## src/verilog/line_ctrl_pkg.sv

```systemverilog
package line_ctrl_pkg;

    // register map, word offsets in bytes
    localparam logic [7:0] LINE_CONTROL_OFS = 8'h2C;
    localparam logic [7:0] TX_DATA_OFS      = 8'h00;
    localparam logic [7:0] RX_DATA_OFS      = 8'h04;
    localparam logic [7:0] STATUS_OFS       = 8'h08;

    // line_control field positions
    localparam int BREAK_BIT     = 0;
    localparam int PARITY_EN_BIT = 1;
    localparam int EVEN_PAR_BIT  = 2;
    localparam int TWO_STOP_BIT  = 3;
    localparam int FIFO_EN_BIT   = 4;
    localparam int WORD_LEN_LSB  = 5;
    localparam int STICK_PAR_BIT = 7;

    localparam logic [7:0] LINE_CONTROL_RESET = 8'h00;

    // status bit positions, except that st_word puts overrun at bit 6 and break_det at bit 5
    localparam int ST_TX_FULL   = 0;
    localparam int ST_RX_AVAIL  = 1;
    localparam int ST_TX_BUSY   = 2;
    localparam int ST_PAR_ERR   = 3;
    localparam int ST_FRAME_ERR = 4;
    localparam int ST_OVERRUN   = 5;
    localparam int ST_BREAK_DET = 6;

    // buffers
    localparam int FIFO_DEPTH = 16;
    localparam int FIFO_AW    = 4;

    // bit timing
    localparam int BAUD_DIV_DEFAULT = 1736;
    localparam int DIV_W            = 16;

    typedef struct packed {
        logic       stick_parity_sel;
        logic [1:0] word_length_sel;
        logic       fifo_enable;
        logic       two_stop_sel;
        logic       even_parity_sel;
        logic       parity_enable;
        logic       send_break;
    } line_control_s;

    typedef struct packed {
        logic       parity_err;
        logic       frame_err;
        logic       break_det;
        logic [7:0] data;
    } rx_word_s;

endpackage

```

## src/verilog/byte_fifo.sv

```systemverilog
`timescale 1ns/1ps
module byte_fifo #(
    parameter int W = 8
) (
    input  wire logic         ref_clk_i,
    input  wire logic         nrst_i,
    input  wire logic         flush_i,
    input  wire logic         deep_i,
    input  wire logic         push_i,
    input  wire logic [W-1:0] wdata_i,
    input  wire logic         pop_i,
    output logic [W-1:0]      rdata_o,
    output logic              empty_o,
    output logic              full_o
);
    localparam int AW = line_ctrl_pkg::FIFO_AW;
    localparam int D  = line_ctrl_pkg::FIFO_DEPTH;

    logic [W-1:0] mem_q [D];
    logic [AW-1:0] wp_q;
    logic [AW-1:0] rp_q;
    logic [AW:0]   cnt_q;
    wire  [AW:0]   cap;
    wire           do_push;
    wire           do_pop;

    // one-byte holding register in character mode
    assign cap     = deep_i ? (AW+1)'(D) : (AW+1)'(1);
    assign empty_o = (cnt_q == '0);
    assign full_o  = (cnt_q >= cap);
    assign do_push = push_i && !full_o;
    assign do_pop  = pop_i && !empty_o;
    assign rdata_o = mem_q[rp_q];

    always_ff @(posedge ref_clk_i or negedge nrst_i) begin
        if (!nrst_i) begin
            wp_q  <= '0;
            rp_q  <= '0;
            cnt_q <= '0;
        end else if (flush_i) begin
            wp_q  <= '0;
            rp_q  <= '0;
            cnt_q <= '0;
        end else begin
            if (do_push) wp_q <= wp_q + AW'(1);
            if (do_pop) rp_q <= rp_q + AW'(1);
            cnt_q <= cnt_q + (AW+1)'(do_push) - (AW+1)'(do_pop);
        end
    end

    always_ff @(posedge ref_clk_i) begin
        if (do_push) mem_q[wp_q] <= wdata_i;
    end
endmodule

```

## src/verilog/uart_line_control_framing.sv

```systemverilog
// Our own choices: the register addresses and the strobed register port.
`timescale 1ns/1ps
// What this block does
// - word_length_sel 3/2/1/0 selects eight/seven/six/five data bits, five at reset.
// - fifo_enable set buffers both directions in FIFOs; clear uses one-byte holding.
// - two_stop_sel set sends two stop bits, otherwise one.
// - receiver checks only the first stop bit regardless of two_stop_sel.
// - parity enabled with even select gives even count of ones.
// - parity enabled with even select clear gives odd count of ones.
// - even select is ignored while parity is disabled.
// - parity enabled inserts a parity bit on transmit and checks on receive.
// - parity disabled means no parity bit sent or expected.
// - stick parity forces parity bit to zero when even, one when odd.
// - send_break finishes the current character then holds the line low.
module uart_line_control_framing #(
    parameter int BAUD_DIV = line_ctrl_pkg::BAUD_DIV_DEFAULT
) (
    input  wire logic       ref_clk_i,
    input  wire logic       nrst_i,
    input  wire logic [7:0] addr_i,
    input  wire logic [31:0] wdata_i,
    input  wire logic       wr_i,
    input  wire logic       rd_i,
    output logic [31:0]     rdata_o,
    input  wire logic       serial_rx_in_i,
    output logic            serial_tx_out_o
);
    typedef enum {TX_IDLE, TX_START, TX_DATA, TX_PAR, TX_STOP, TX_BREAK} tx_state_e;
    typedef enum {RX_IDLE, RX_START, RX_DATA, RX_PAR, RX_STOP} rx_state_e;

    line_ctrl_pkg::line_control_s lc_q;
    tx_state_e     tx_st_q;
    rx_state_e     rx_st_q;
    logic [31:0]   rdata_q;
    logic          tx_q;
    logic [15:0]   tx_div_q;
    logic [2:0]    tx_bit_q;
    logic          tx_stop2_q;
    logic [7:0]    tx_sh_q;
    logic          tx_par_q;
    logic [15:0]   rx_div_q;
    logic [2:0]    rx_bit_q;
    logic [7:0]    rx_sh_q;
    logic          rx_par_q;
    logic          rx_s1_q;
    logic          rx_s2_q;
    logic          rx_perr_q;
    logic          ovr_q;

    wire           wr_lc    = wr_i && addr_i == line_ctrl_pkg::LINE_CONTROL_OFS;
    wire           wr_tx    = wr_i && addr_i == line_ctrl_pkg::TX_DATA_OFS;
    wire           rd_rx    = rd_i && addr_i == line_ctrl_pkg::RX_DATA_OFS;
    wire           rd_st    = rd_i && addr_i == line_ctrl_pkg::STATUS_OFS;
    // clearing fifo_enable flushes both buffers
    wire           flush    = wr_lc && lc_q.fifo_enable && !wdata_i[line_ctrl_pkg::FIFO_EN_BIT];
    wire [2:0]     last_bit = {1'b1, lc_q.word_length_sel};
    wire [15:0]    div_max  = 16'(BAUD_DIV - 1);
    wire [15:0]    div_half = 16'(BAUD_DIV / 2);
    wire           tx_tick  = (tx_div_q == div_max);
    wire           rx_tick  = (rx_div_q == div_max);
    wire           rx_mid   = (rx_div_q == div_half);

    wire [7:0]     tx_word;
    wire           tx_empty;
    wire           tx_full;
    wire           tx_pop   = (tx_st_q == TX_IDLE) && !tx_empty && !lc_q.send_break;
    line_ctrl_pkg::rx_word_s rx_head;
    line_ctrl_pkg::rx_word_s rx_push_w;
    wire           rx_empty;
    wire           rx_full;
    wire           rx_push  = (rx_st_q == RX_STOP) && rx_mid;
    wire           rx_ferr  = !rx_s2_q;
    wire           rx_break = rx_ferr && rx_sh_q == 8'h00 && !rx_s2_q;

    // masks unused upper bits so short words compute parity correctly
    wire [7:0]     wmask    = 8'hFF >> (3'h7 - last_bit);
    wire           tx_ones  = ^(tx_word & wmask);
    // with stick: even -> 0, odd -> 1
    function automatic logic par_bit(input logic ones, input line_ctrl_pkg::line_control_s c);
        if (c.stick_parity_sel) begin
            par_bit = !c.even_parity_sel;
        end else begin
            par_bit = c.even_parity_sel ? ones : !ones;
        end
    endfunction
    wire           rx_ones  = ^(rx_sh_q & wmask);
    wire           rx_exp   = par_bit(rx_ones, lc_q);

    assign rx_push_w = '{parity_err: rx_perr_q, frame_err: rx_ferr, break_det: rx_break,
                         data: rx_sh_q & wmask};

    byte_fifo #(.W(8)) u_tx_fifo (
        .ref_clk_i (ref_clk_i),
        .nrst_i    (nrst_i),
        .flush_i   (flush),
        .deep_i    (lc_q.fifo_enable),
        .push_i    (wr_tx),
        .wdata_i   (wdata_i[7:0]),
        .pop_i     (tx_pop),
        .rdata_o   (tx_word),
        .empty_o   (tx_empty),
        .full_o    (tx_full)
    );

    byte_fifo #(.W(11)) u_rx_fifo (
        .ref_clk_i (ref_clk_i),
        .nrst_i    (nrst_i),
        .flush_i   (flush),
        .deep_i    (lc_q.fifo_enable),
        .push_i    (rx_push),
        .wdata_i   (rx_push_w),
        .pop_i     (rd_rx),
        .rdata_o   (rx_head),
        .empty_o   (rx_empty),
        .full_o    (rx_full)
    );

    wire [31:0] st_word = {25'h0, ovr_q, rx_head.break_det & !rx_empty, rx_head.frame_err & !rx_empty,
                           rx_head.parity_err & !rx_empty, tx_st_q != TX_IDLE, !rx_empty, tx_full};
    wire [31:0] rd_mux  = (rd_i && addr_i == line_ctrl_pkg::LINE_CONTROL_OFS) ? {24'h0, lc_q} :
                          rd_rx ? {21'h0, rx_empty ? 11'h000 : rx_head} :
                          rd_st ? st_word : 32'h0000_0000;

    // register port
    always_ff @(posedge ref_clk_i or negedge nrst_i) begin
        if (!nrst_i) begin
            lc_q    <= line_ctrl_pkg::LINE_CONTROL_RESET;
            rdata_q <= 32'h0000_0000;
            ovr_q   <= 1'b0;
        end else begin
            if (wr_lc) lc_q <= wdata_i[7:0];
            rdata_q <= rd_mux;
            // set wins over clear
            if (rx_push && rx_full) ovr_q <= 1'b1;
            else if (rd_st) ovr_q <= 1'b0;
        end
    end

    // transmitter
    always_ff @(posedge ref_clk_i or negedge nrst_i) begin
        if (!nrst_i) begin
            tx_st_q    <= TX_IDLE;
            tx_q       <= 1'b1;
            tx_div_q   <= 16'h0000;
            tx_bit_q   <= 3'h0;
            tx_stop2_q <= 1'b0;
            tx_sh_q    <= 8'h00;
            tx_par_q   <= 1'b0;
        end else begin
            tx_div_q <= (tx_st_q == TX_IDLE || tx_tick) ? 16'h0000 : tx_div_q + 16'h0001;
            case (tx_st_q)
                TX_IDLE: begin
                    tx_q <= 1'b1;
                    if (lc_q.send_break) begin
                        tx_st_q <= TX_BREAK;
                    end else if (tx_pop) begin
                        tx_sh_q  <= tx_word;
                        tx_par_q <= par_bit(tx_ones, lc_q);
                        tx_q     <= 1'b0;
                        tx_st_q  <= TX_START;
                    end
                end
                TX_START: if (tx_tick) begin
                    tx_q     <= tx_sh_q[0];
                    tx_sh_q  <= tx_sh_q >> 1;
                    tx_bit_q <= 3'h0;
                    tx_st_q  <= TX_DATA;
                end
                TX_DATA: if (tx_tick) begin
                    if (tx_bit_q == last_bit) begin
                        if (lc_q.parity_enable) begin
                            tx_q    <= tx_par_q;
                            tx_st_q <= TX_PAR;
                        end else begin
                            tx_q       <= 1'b1;
                            tx_stop2_q <= lc_q.two_stop_sel;
                            tx_st_q    <= TX_STOP;
                        end
                    end else begin
                        tx_q     <= tx_sh_q[0];
                        tx_sh_q  <= tx_sh_q >> 1;
                        tx_bit_q <= tx_bit_q + 3'h1;
                    end
                end
                TX_PAR: if (tx_tick) begin
                    tx_q       <= 1'b1;
                    tx_stop2_q <= lc_q.two_stop_sel;
                    tx_st_q    <= TX_STOP;
                end
                TX_STOP: if (tx_tick) begin
                    if (tx_stop2_q) begin
                        tx_stop2_q <= 1'b0;
                    end else begin
                        tx_st_q <= lc_q.send_break ? TX_BREAK : TX_IDLE;
                        tx_q    <= !lc_q.send_break;
                    end
                end
                TX_BREAK: begin
                    // software times the break length
                    tx_q <= !lc_q.send_break;
                    if (!lc_q.send_break) tx_st_q <= TX_IDLE;
                end
                default: tx_st_q <= TX_IDLE;
            endcase
        end
    end

    // receiver
    always_ff @(posedge ref_clk_i or negedge nrst_i) begin
        if (!nrst_i) begin
            rx_s1_q   <= 1'b1;
            rx_s2_q   <= 1'b1;
            rx_st_q   <= RX_IDLE;
            rx_div_q  <= 16'h0000;
            rx_bit_q  <= 3'h0;
            rx_sh_q   <= 8'h00;
            rx_par_q  <= 1'b0;
            rx_perr_q <= 1'b0;
        end else begin
            rx_s1_q  <= serial_rx_in_i;
            rx_s2_q  <= rx_s1_q;
            rx_div_q <= (rx_st_q == RX_IDLE || rx_tick) ? 16'h0000 : rx_div_q + 16'h0001;
            case (rx_st_q)
                RX_IDLE: if (!rx_s2_q) begin
                    rx_st_q <= RX_START;
                end
                RX_START: if (rx_mid) begin
                    // glitch shorter than half a bit is dropped
                    rx_st_q  <= rx_s2_q ? RX_IDLE : RX_DATA;
                    rx_bit_q <= 3'h0;
                    rx_sh_q  <= 8'h00;
                end
                RX_DATA: if (rx_mid) begin
                    rx_sh_q[rx_bit_q] <= rx_s2_q;
                    if (rx_bit_q == last_bit) begin
                        rx_st_q <= lc_q.parity_enable ? RX_PAR : RX_STOP;
                    end
                    rx_bit_q <= rx_bit_q + 3'h1;
                end
                RX_PAR: if (rx_mid) begin
                    rx_par_q <= rx_s2_q;
                    rx_st_q  <= RX_STOP;
                end
                RX_STOP: if (rx_mid) begin
                    rx_st_q <= RX_IDLE;
                end
                default: rx_st_q <= RX_IDLE;
            endcase
            rx_perr_q <= lc_q.parity_enable && (rx_par_q != rx_exp);
        end
    end

    assign rdata_o         = rdata_q;
    assign serial_tx_out_o = tx_q;
endmodule

```

## config.mk

```make
export PLATFORM = sky130hd
export DESIGN_NAME = uart_line_control_framing
export DESIGN_NICKNAME = d
export VERILOG_FILES = /design/src/verilog/line_ctrl_pkg.sv /design/src/verilog/byte_fifo.sv /design/src/verilog/uart_line_control_framing.sv
export SDC_FILE = /design/constraint.sdc
export NUM_CORES = 1
export LEC_CHECK = 0
export ABC_AREA = 1
export BUFFER_PORTS_ARGS = -buffer_cell sky130_fd_sc_hd__buf_2
export CAP_MARGIN = 20
export CELL_PAD_IN_SITES_DETAIL_PLACEMENT = 1
export CELL_PAD_IN_SITES_GLOBAL_PLACEMENT = 1
export CORE_MARGIN = 2
export CORE_UTILIZATION = 25
export CTS_CLUSTER_DIAMETER = 40
export DETAILED_ROUTE_END_ITERATION = 8
export HOLD_SLACK_MARGIN = 0.06
export PLACE_DENSITY_LB_ADDON = 0.1
export RECOVER_POWER = 25
export REMOVE_ABC_BUFFERS = 1
export SLEW_MARGIN = 30
export SYNTH_ARGS = -nofsm -noshare
export SYNTH_HDL_FRONTEND = slang
export SYNTH_HIERARCHICAL = 1
export SYNTH_SLANG_ARGS = --single-unit
```

## constraint.sdc

```tcl
create_clock -name ref_clk_i -period 6.04 [get_ports ref_clk_i]
set_input_delay 1.208 -clock ref_clk_i [delete_from_list [all_inputs] [get_ports ref_clk_i]]
set_output_delay 1.208 -clock ref_clk_i [all_outputs]
set_load 0.005 [all_outputs]
```

Word level (Yosys, flattened, before mapping)
Memory sizes are Yosys's and may differ from the RTL's.
Cells that the tools add are included.
Word-level totals
  flip-flop bits (word level): 171
  memory bits (writable): 304
  output and inout bits: 33
  word-level logic and storage cells: 236
  memories: 2
Memory list
  u_rx_fifo.mem_q: depth 16, width 11, rd ports 1, clocked after Yosys merged registers in 0, wr ports 1, line byte_fifo.sv:19  | logic [W-1:0] mem_q [D];
  u_tx_fifo.mem_q: depth 16, width 8, rd ports 1, clocked after Yosys merged registers in 0, wr ports 1, line byte_fifo.sv:19
Operators by class
  $add $sub $neg: 13
  magnitude comparators: 4
  eq/ne operators: 37
  shifts and indexed selects: 1
  mux-type cells: 82
  bitwise operators: 6
  reductions and logical operators: 61
Operator list (number)
  2-to-1 mux 32 bit: 15
  one-hot mux 32 bit (6 select lines): 1
  one-hot mux 32 bit (5 select lines): 1
  == test 32 x 2 -> 1 bit (second input constant): 4
  zero test 32 bit: 4
  == test 32 x 3 -> 1 bit (second input constant): 3
  == test 32 x 1 -> 1 bit (second input constant): 2
  2-to-1 mux 8 bit: 7
  2-to-1 mux 11 bit: 3
  adder 16 x 1 -> 16 bit (second input constant): 2
  == test 16 x 11 -> 1 bit (second input constant): 2
  == test 32 x 4 -> 1 bit (second input constant): 1
  2-to-1 mux 16 bit: 2
  2-to-1 mux 4 bit: 8
  inequality test 2 bit (second input constant): 16
  nonzero test 32 bit: 1
  2-to-1 mux 1 bit: 25
  one-hot mux 8 bit (3 select lines): 1
  AND reduction 6 bit: 4
  2-to-1 mux 3 bit: 7
  logical AND 1 bit: 19
  adder 4 x 1 -> 4 bit (second input constant): 4
  bitwise AND 8 bit: 2
  == test 16 x 10 -> 1 bit (second input constant): 1
  other kinds (38): 69

Depth between registers and ports, before layout
Gate-level depths: netlist of the first run.
  word-level depth: 9
  mapped depth: 21

Cells and area by module
The synthesis of the first run kept the hierarchy.
Modules (own cells, without submodules)
  byte_fifo (u_rx_fifo): instances 1, cells an instance 713, area each 8096.5 sq um, sequential area each 5610.4 sq um
  byte_fifo (u_tx_fifo): instances 1, cells an instance 556, area each 6175.9 sq um, sequential area each 4169.0 sq um
  uart_line_control_framing: instances 1, cells an instance 681, area each 5112.4 sq um, sequential area each 2180.8 sq um

Least setup slack after synthesis of the first run
No wires, ideal clock.
  kind: in2reg
  start: input addr_i[1]
  end: register u_tx_fifo.cnt_q[4]
  setup time: 0.117 ns
  arrival time: 3.341 ns
  data required time: 5.923 ns
  slack: 2.583 ns
  stages on the path: 14
  buffers on the path: 1
  cells stage by stage: nor2_1 > nand2_1 > nor3_1 > nand3_1 > buf_2 > ha_1 > inv_1 > ha_1 > inv_1 > fa_1 > o21bai_1 > a21oi_1 > nor2_1 > nor2_1
On the way
  cells in the longest elaborated chain, start to end: 6
  elaborated cells on any way between the ends: 10
  those cells by class: add/sub (2); eq/ne (1); mux (1); reduce/logical (6)
Ends and longest elaborated chain
  start: declaration: line uart_line_control_framing.sv:20  | input wire logic [7:0] addr_i,
  zero test 8 bit: line uart_line_control_framing.sv:51  | wire wr_tx = wr_i && addr_i == line_ctrl_pkg::TX_DATA_OFS;
  logical AND 1 bit: line uart_line_control_framing.sv:51
  via wr_tx: line uart_line_control_framing.sv:51
  logical AND 1 bit: line byte_fifo.sv:31  | assign do_push = push_i && !full_o;
  adder 5 x 1 -> 5 bit: line byte_fifo.sv:47  | cnt_q <= cnt_q + (AW+1)'(do_push) - (AW+1)'(do_pop);
  subtractor 5 x 1 -> 5 bit: line byte_fifo.sv:47
  2-to-1 mux 5 bit: line byte_fifo.sv:40  | end else if (flush_i) begin
  end signal: assignment: line byte_fifo.sv:47
  end: declaration: line byte_fifo.sv:22  | logic [AW:0] cnt_q;
The timed path passes the listed nets, and every way through them passes these cells.
A chain may end at the register's enable or synchronous reset.

Worst setup path in the final report of the first run
Ends and elaborated chain as after synthesis.

==> impl_metrics.ini, run 1 <==
[setup_path]
cp_data_required_time_ns = 6.59
worstPathCellList = buf_2 -> nor2_1 -> nand2_1 -> nor3_1 -> nand3_1 -> buf_4 -> ha_1 -> inv_1 -> ha_1 -> inv_1 -> fa_1 -> o21bai_1 -> a21oi_1 -> nand2_1 -> nand2_1 -> nor2_1
critPathLaunchType = input port
worstPathMaxFanout = 21
critical_path_class = input port to flop
critPathCaptureType = flop
cpMostUsedCell = nand2_1
critical_path_arrival_ns = 4.42
slowest_delay_ns = 0.60
crit_path_top_delay_cell = nor3_1

[clock_network]
h-tree-depth = 3
cts_max_path_buffers = 3
cts.sinks = 417
ctsResizeCount = 0
clk_latency_ns = 0.64
cts_buffers = 93
holdBufCountCts = 0
clk_pin_slew_ns = 0.05
clockRootBuffer = clkbuf_16
tritoncts = yes
post_cts_buffers = 0

[yosys]
synth_cell_types = 54
ys_ff_latch = 417
async_flop_share = 0.2710
synthCells = 1950
ys.flop_type = edfxtp_1
avgSynthCellArea_um2 = 9.941
ys_warn_count = 6
synth_area_um2 = 19380
yosysSeqAreaShare = 0.6170
synth_edf_count = 304

[global_route]
grtUsageTotal = 0.1494
gr-total-overflow = 0
grt_max_degree = 92
antenna_found_initial = 0
grt_pass1_wl_mm = 90.16
first_global_vias = 14850

[sta]
slew_violations = 0
max_freq_ghz = 0.2587
finalHoldViolCount = 0
post-route-period-util = 0.6399
grt_setup_unrepaired = no
fin_crit_ns = 3.865
skew_ns = 0.03039
tns_ns = 0
setup_viol = 0
worst_slew_pin_slew_ns = 1.091
slew_headroom = 0.2726

[drt]
wl_mm = 58.03
first_pass_iters = 4
drt_iter0_markers = 640
ant_nets = 0
num_vias = 13840
via_per_inst = 4.373
wl_per_cell_um = 18.34
drcViolationCount = 0

[power]
leakagePower_uw = 0.009480
ir_drop_uv = 196.3
power_density_nw_per_um2 = 419.4

[floorplan]
io_pins = 78
rows = 102
die-height_um = 282.5
fp.dieW_um = 282.5
fp.coreArea_um2 = 77080
die_area_um2 = 79780
start_util = 0.2515

[hold_path]
hold_class = flop to flop

[finish]
layout.area.seq_um2 = 11960
fin_util = 0.3109
final_nets = 2128
area_growth_pct = 23.62
n_antenna_cell = 0
finalNonFillerCells = 3164
multi_input_area_um2 = 6297
fill_cells = 8758
drive_gt1_frac = 0.1379

[placed_design]
place_inst = 2989
gp_congestion = 0.7278
io_buffers = 32
dp_hpwl_mm = 37.30

[run_status]
outcome = finished clean

[flow_run]
drv_cap = 0
placed cells by master, fill, tap and decap left out, drive strengths merged, types with 2 or more instances in the layout:
master | Yosys | final
xnor2 | 4 | 4
nor4 | 5 | 5
nand3 | 147 | 147
o31ai | 2 | 2
inv | 170 | 175
o21bai | 3 | 3
conb | 1 | 21
dfstp | 3 | 3
a21oi | 90 | 90
dfrtp | 110 | 110
clkinvlp | 0 | 12
nand2 | 437 | 437
fa | 2 | 2
buf | 75 | 61
clkinv | 4 | 43
a22oi | 2 | 2
clkbuf | 15 | 112
nor2 | 286 | 286
edfxtp | 304 | 304
xor2 | 14 | 14
o21ai | 146 | 146
o211ai | 5 | 5
nand3b | 3 | 3
ha | 37 | 37
nand4 | 23 | 23
a31oi | 3 | 3
mux2 | 6 | 6
nor3 | 44 | 44
o22ai | 2 | 2
bufinv | 0 | 15
state kept, by name, summed over array words and instances (netlist names), 5 cells and up:
name             cells
u_rx_fifo/mem_q    176
u_rx_fifo/cnt_q      5
rx_sh_q              8
tx_sh_q              8
u_tx_fifo/cnt_q      5
lc_q                 6
u_tx_fifo/mem_q    128
tx_div_q            16
rdata_o             11
rx_div_q            16
area by class of cell:
| class | count | share of cell area |
|---|---|---|
| Multi-Input combinational cell | 1289 | 0.2628 |
| Inverter | 174 | 0.02752 |
| Sequential cell | 417 | 0.4992 |
| Clock buffer | 104 | 0.1001 |
| Timing Repair Buffer | 69 | 0.01812 |
| Tap cell | 1040 | 0.05430 |
| Clock inverter | 71 | 0.03796 |
through the flow:
step | hold WS (ns) | cell area (um2) | power (uW) | setup slack (ns)
floorplan | 0.3452 | 18830 | 4340 | 2.296
global placement | 0.3460 | 20620 | 4833 | 1.578
detailed placement | 0.3490 | 20660 | 4859 | 1.501
CTS | 0.3550 | 23970 | 10240 | 2.173
global route | 0.3563 | 23960 | 10600 | 1.879
finish | 0.3541 | 23960 | 10050 | 2.175
kinds of logic (layout without fill, tap and decap cells):
family | after synthesis | after routing | synth area share
AO/OA/AOI/OAI | 257 | 257 | 0.07048
XOR/XNOR | 18 | 18 | 0.008133
adder cells (fa/ha/maj) | 39 | 39 | 0.02595
buffers and inverters | 264 | 418 | 0.06661
flip-flops | 417 | 417 | 0.6170
multiplexers | 6 | 6 | 0.003485
other | 1 | 21 | 0.0001935
AND/OR/NAND/NOR | 948 | 948 | 0.2082
worst max-delay path, delay by kind of cell:
kind	cells	cell delay (ns)
adders and majority gates	3	0.85
AOI/OAI and AO/OA	2	0.27
and+or+nand+nor	7	1.60
buffers and inverters	4	0.46
per-layer routing:
| metal | GRT usage | wire length [um] | up-vias | share of wire |
|---|---|---|---|---|
| met5 | 0 | 0 | - | 0 |
| met4 | 0.04735 | 1218 | 0 | 0.021 |
| met3 | 0.02503 | 1989 | 96 | 0.034 |
| met2 | 0.2462 | 27650 | 186 | 0.48 |
| met1 | 0.1996 | 27180 | 6808 | 0.47 |
| li1 | - | - | 6745 | - |
power by group:
group	total (uW)	switching (uW)	internal, uW
Combinational	1490	1030	461
Sequential	3280	98.1	3180
Clock	5280	1760	3520
worst paths after layout:
kind | to | from | slack [ns] | cells after the start
worst min-delay path | rx_s2_q | rx_s1_q | 0.35 | 0
worst min register to register | rx_s2_q | rx_s1_q | 0.35 | 0
worst max-delay path | u_tx_fifo/cnt_q[4] | addr_i[1] | 2.18 | 16
min in group asynchronous | rx_sh_q[2] | nrst_i | 0.62 | 1
worst max register to register | u_rx_fifo/cnt_q[4] | rx_div_q[0] | 2.26 | 17
max in group asynchronous | u_rx_fifo/rp_q[0] | nrst_i | 4.24 | 2
Yosys cell counts (2+ instances only):
master | instances | area share
clkbuf_1 | 14 | 0.0027
o21ai_1 | 38 | 0.0098
nand2_1 | 426 | 0.082
nand4_1 | 23 | 0.0074
o21ai_0 | 108 | 0.028
nor2_8 | 2 | 0.0021
o31ai_1 | 2 | 0.00077
xnor2_1 | 4 | 0.0018
nor3_2 | 2 | 0.0010
inv_1 | 153 | 0.030
nand3_1 | 143 | 0.037
a31oi_1 | 3 | 0.00097
nor4_1 | 5 | 0.0016
xor2_1 | 14 | 0.0063
o211ai_1 | 5 | 0.0019
nor2_2 | 6 | 0.0019
nand3_2 | 4 | 0.0021
buf_6 | 19 | 0.011
mux2_1 | 5 | 0.0029
o21bai_1 | 3 | 0.0012
nor3_1 | 42 | 0.011
inv_2 | 16 | 0.0031
clkinv_1 | 3 | 0.00058
nand2_2 | 10 | 0.0032
edfxtp_1 | 304 | 0.47
nor2_4 | 3 | 0.0017
fa_1 | 2 | 0.0021
buf_4 | 32 | 0.012
dfstp_2 | 3 | 0.0041
dfrtp_1 | 110 | 0.14
a21oi_1 | 89 | 0.023
ha_1 | 37 | 0.024
nand3b_1 | 2 | 0.00077
buf_2 | 24 | 0.0062
nor2_1 | 275 | 0.053
(Power assumes the default switching activity.)
==> inputs of run 2 (changes only) <==
Settings changed: ABC_AREA 1 to 0.
Clock period 6.04 ns to 3.7 ns, I/O delays scaled along.
==> run 2 against run 1 <==
Compared with the run above:
- the run now ends with capacitance limit, slew limit left
- worst hold slack got worse by 0.12 ns
- worst setup slack got worse by 1.9 ns
- die area decreased by 3.8%
- flip-flop and latch count unchanged
- critical endpoint is now u_rx_fifo/cnt_q[4]
==> impl_metrics.ini, run 2 <==
[sta]
worst_slew_pin_slew_ns = 2.005
grt_setup_unrepaired = no
finalHoldViolCount = 0
slew_headroom = -0.3366
skew_ns = 0.02202
post-route-period-util = 0.9251
slew_violations = 70
fin_crit_ns = 3.423
finalWorstSetupSlack_ns = 0.2772
setup_viol = 0
max_freq_ghz = 0.2922

[yosys]
async_flop_share = 0.2710
synth.area.top_cells = edfxtp_1 (49%), dfrtp_1 (15%), mux4_2 (4.6%), mux2i_1 (4.6%), ha_1 (2.5%)
synth_cell_types = 82
synthCells = 1274
avgSynthCellArea_um2 = 14.63
yosysSeqAreaShare = 0.6416
synth.most_common_cell = edfxtp_1
ys_warn_count = 6
ys.flop_type = edfxtp_1
ys_ff_latch = 417
synth_top_area_cell = edfxtp_1
synth_edf_count = 304
synth_common_cells = edfxtp_1 (304), dfrtp_1 (110), mux2i_1 (85), nand2_1 (70), nor2_1 (63)
synth_top_area_frac = 0.4897
synth_area_um2 = 18640

[placed_design]
post-place-ws_ns = -0.2264
dp_hpwl_mm = 32.91
gp_congestion = 0.7083
io_buffers = 32

[floorplan]
die-height_um = 277.1
fp.dieW_um = 277.1
start_util = 0.2517
rows = 100
io_pins = 78
fp.coreArea_um2 = 74070
die_area_um2 = 76760

[setup_path]
cp_data_required_time_ns = 4.19
rr_worst_depth = 17
critPathCaptureType = flop
startpoint = rx_div_q[1]
critical_path_class = flop to flop
critical_path.endpoint = u_rx_fifo/cnt_q[4]
reg2reg_to = u_rx_fifo/cnt_q[4]
critical_path_arrival_ns = 3.92
rrSetupSlack_ns = 0.28
critPathLaunchType = flop
r2r_start = rx_div_q[1]
worstPathMaxFanout = 5

[finish]
final_nets = 1496
largest_reg_flops = 176
layout.cells.most_common = edfxtp_1
n_antenna_cell = 0
fin_util = 0.3162
layout_common_cells = edfxtp_1 (304), dfrtp_1 (108), clkbuf_16 (90)
regMostFlops = u_rx_fifo/mem_q
reg_top3 = u_rx_fifo/mem_q: 176 flops, u_tx_fifo/mem_q: 128 flops
drive_gt1_frac = 0.2283
area_growth_pct = 25.65

[clock_network]
h-tree-depth = 3
cts_buffers = 87
cts.sinks = 417
cts_max_path_buffers = 3
clockRootBuffer = clkbuf_16
tritoncts = yes
clk_pin_slew_ns = 0.05
post_cts_buffers = 0
clk_latency_ns = 0.63

[hold_path]
hold_class = input port to flop
holdPathStages = 1
worstHoldStart = serial_rx_in_i

[global_route]
antenna_found_initial = 1
grt_pass1_wl_mm = 77.95
gr-total-overflow = 0
grtUsageTotal = 0.1346
first_global_vias = 12060
grt_max_degree = 70

[power]
ir_drop_uv = 294.6
power_density_nw_per_um2 = 704.3
leakagePower_uw = 0.008489

[drt]
num_vias = 11200
ant_nets = 0
drcViolationCount = 0
wl_mm = 50.73
via_per_inst = 4.562
first_pass_iters = 5
wl_per_cell_um = 20.67
drt_iter0_markers = 594

[run_status]
violations = capacitance limit, slew limit
outcome = finished, violations left

[flow_run]
drv_cap = 1
-- run 2: cell count changes after synthesis, sizes merged, moves of 24 or more --
| cell | change |
|---|---|
| nand2 | -367 |
| nor2 | -221 |
| nand3 | -118 |
| inv | -114 |
| o21ai | -103 |
| mux2i | +85 |
| a21oi | -67 |
| a221oi | +38 |
| mux4 | +38 |
| nor3 | -35 |
| buf | -27 |
| xnor2 | +24 |
-- run 2: stage by stage --
step	cell area (um2)	hold slack, ns	TNS [ns]	total power [uW]	std cells
after floorplan	18290	0.3452	-0.5431	7369	1215
after global placement	20280	0.3644	-0.3247	8412	2292
after detailed placement	20280	0.3597	-0.3403	8417	2292
after CTS	23440	0.1730	0	16800	2454
after global routing	23420	0.1978	0	17350	2454
final	23420	0.2324	0	16500	2454
-- run 2: final cells by class --
class	count	area [um2]
fillers	7729	50650
inverters	57	214.0
repair buffers	108	738.2
multi-input cells	741	6132
well taps	969	1212
clock inverters	57	792.0
clock buffers	105	2369
flip-flops and latches	417	11970
-- run 2: power by group --
group	total (uW)	internal [uW]	switching, uW
sequential	5390	5200	186
clock	8230	5510	2710
combinational	2880	1260	1620
total	16500	12000	4520
-- run 2: logic make-up after synthesis --
| logic type | Yosys count | synth area share |
|---|---|---|
| AO/OA/AOI/OAI | 184 | 0.07068 |
| flip-flops | 417 | 0.6416 |
| multiplexers | 136 | 0.09941 |
| adder cells (fa/ha/maj) | 39 | 0.02698 |
| AND/OR/NAND/NOR | 309 | 0.1015 |
| buffers and inverters | 136 | 0.03443 |
| other | 1 | 0.0002012 |
| XOR/XNOR | 52 | 0.02517 |
-- run 2: worst max-delay path: stages (launching register included) --
cell and delay [ns]:
dfrtp_1 0.42, inv_1 0.07, ha_1 0.13, and3b_1 0.20
and4_1 0.27, and3_1 0.26, or2b_2 0.38, nor2_4 0.10
inv_1 0.05, ha_1 0.26, inv_1 0.05, ha_1 0.16
inv_1 0.06, fa_1 0.39, o21bai_1 0.16, a21oi_1 0.10
xnor2_1 0.16, nor2_1 0.05
-- run 2: worst min-delay path by stage --
stage	to	slack, ns
after floorplan	rx_s2_q	0.35
after global placement	rx_s2_q	0.36
after detailed placement	rx_s2_q	0.36
after CTS	rx_bit_q[1]	0.17
after global routing	rx_s1_q	0.20
final	rx_s1_q	0.23
-- run 2: what timing repair did --
action / 4_1_cts / 5_1_grt
endpoints found under the setup margin: 0 / 1
gates resized for setup: 0 / 1
hold buffers: 0 / 0
-- run 2: layer usage --
layer,vias up,global-route usage,part of all wire
met5,-,0,0
met4,0,0.04390,0.019
met3,75,0.02523,0.038
met2,160,0.2002,0.44
met1,5797,0.1965,0.51
li1,5164,-,-
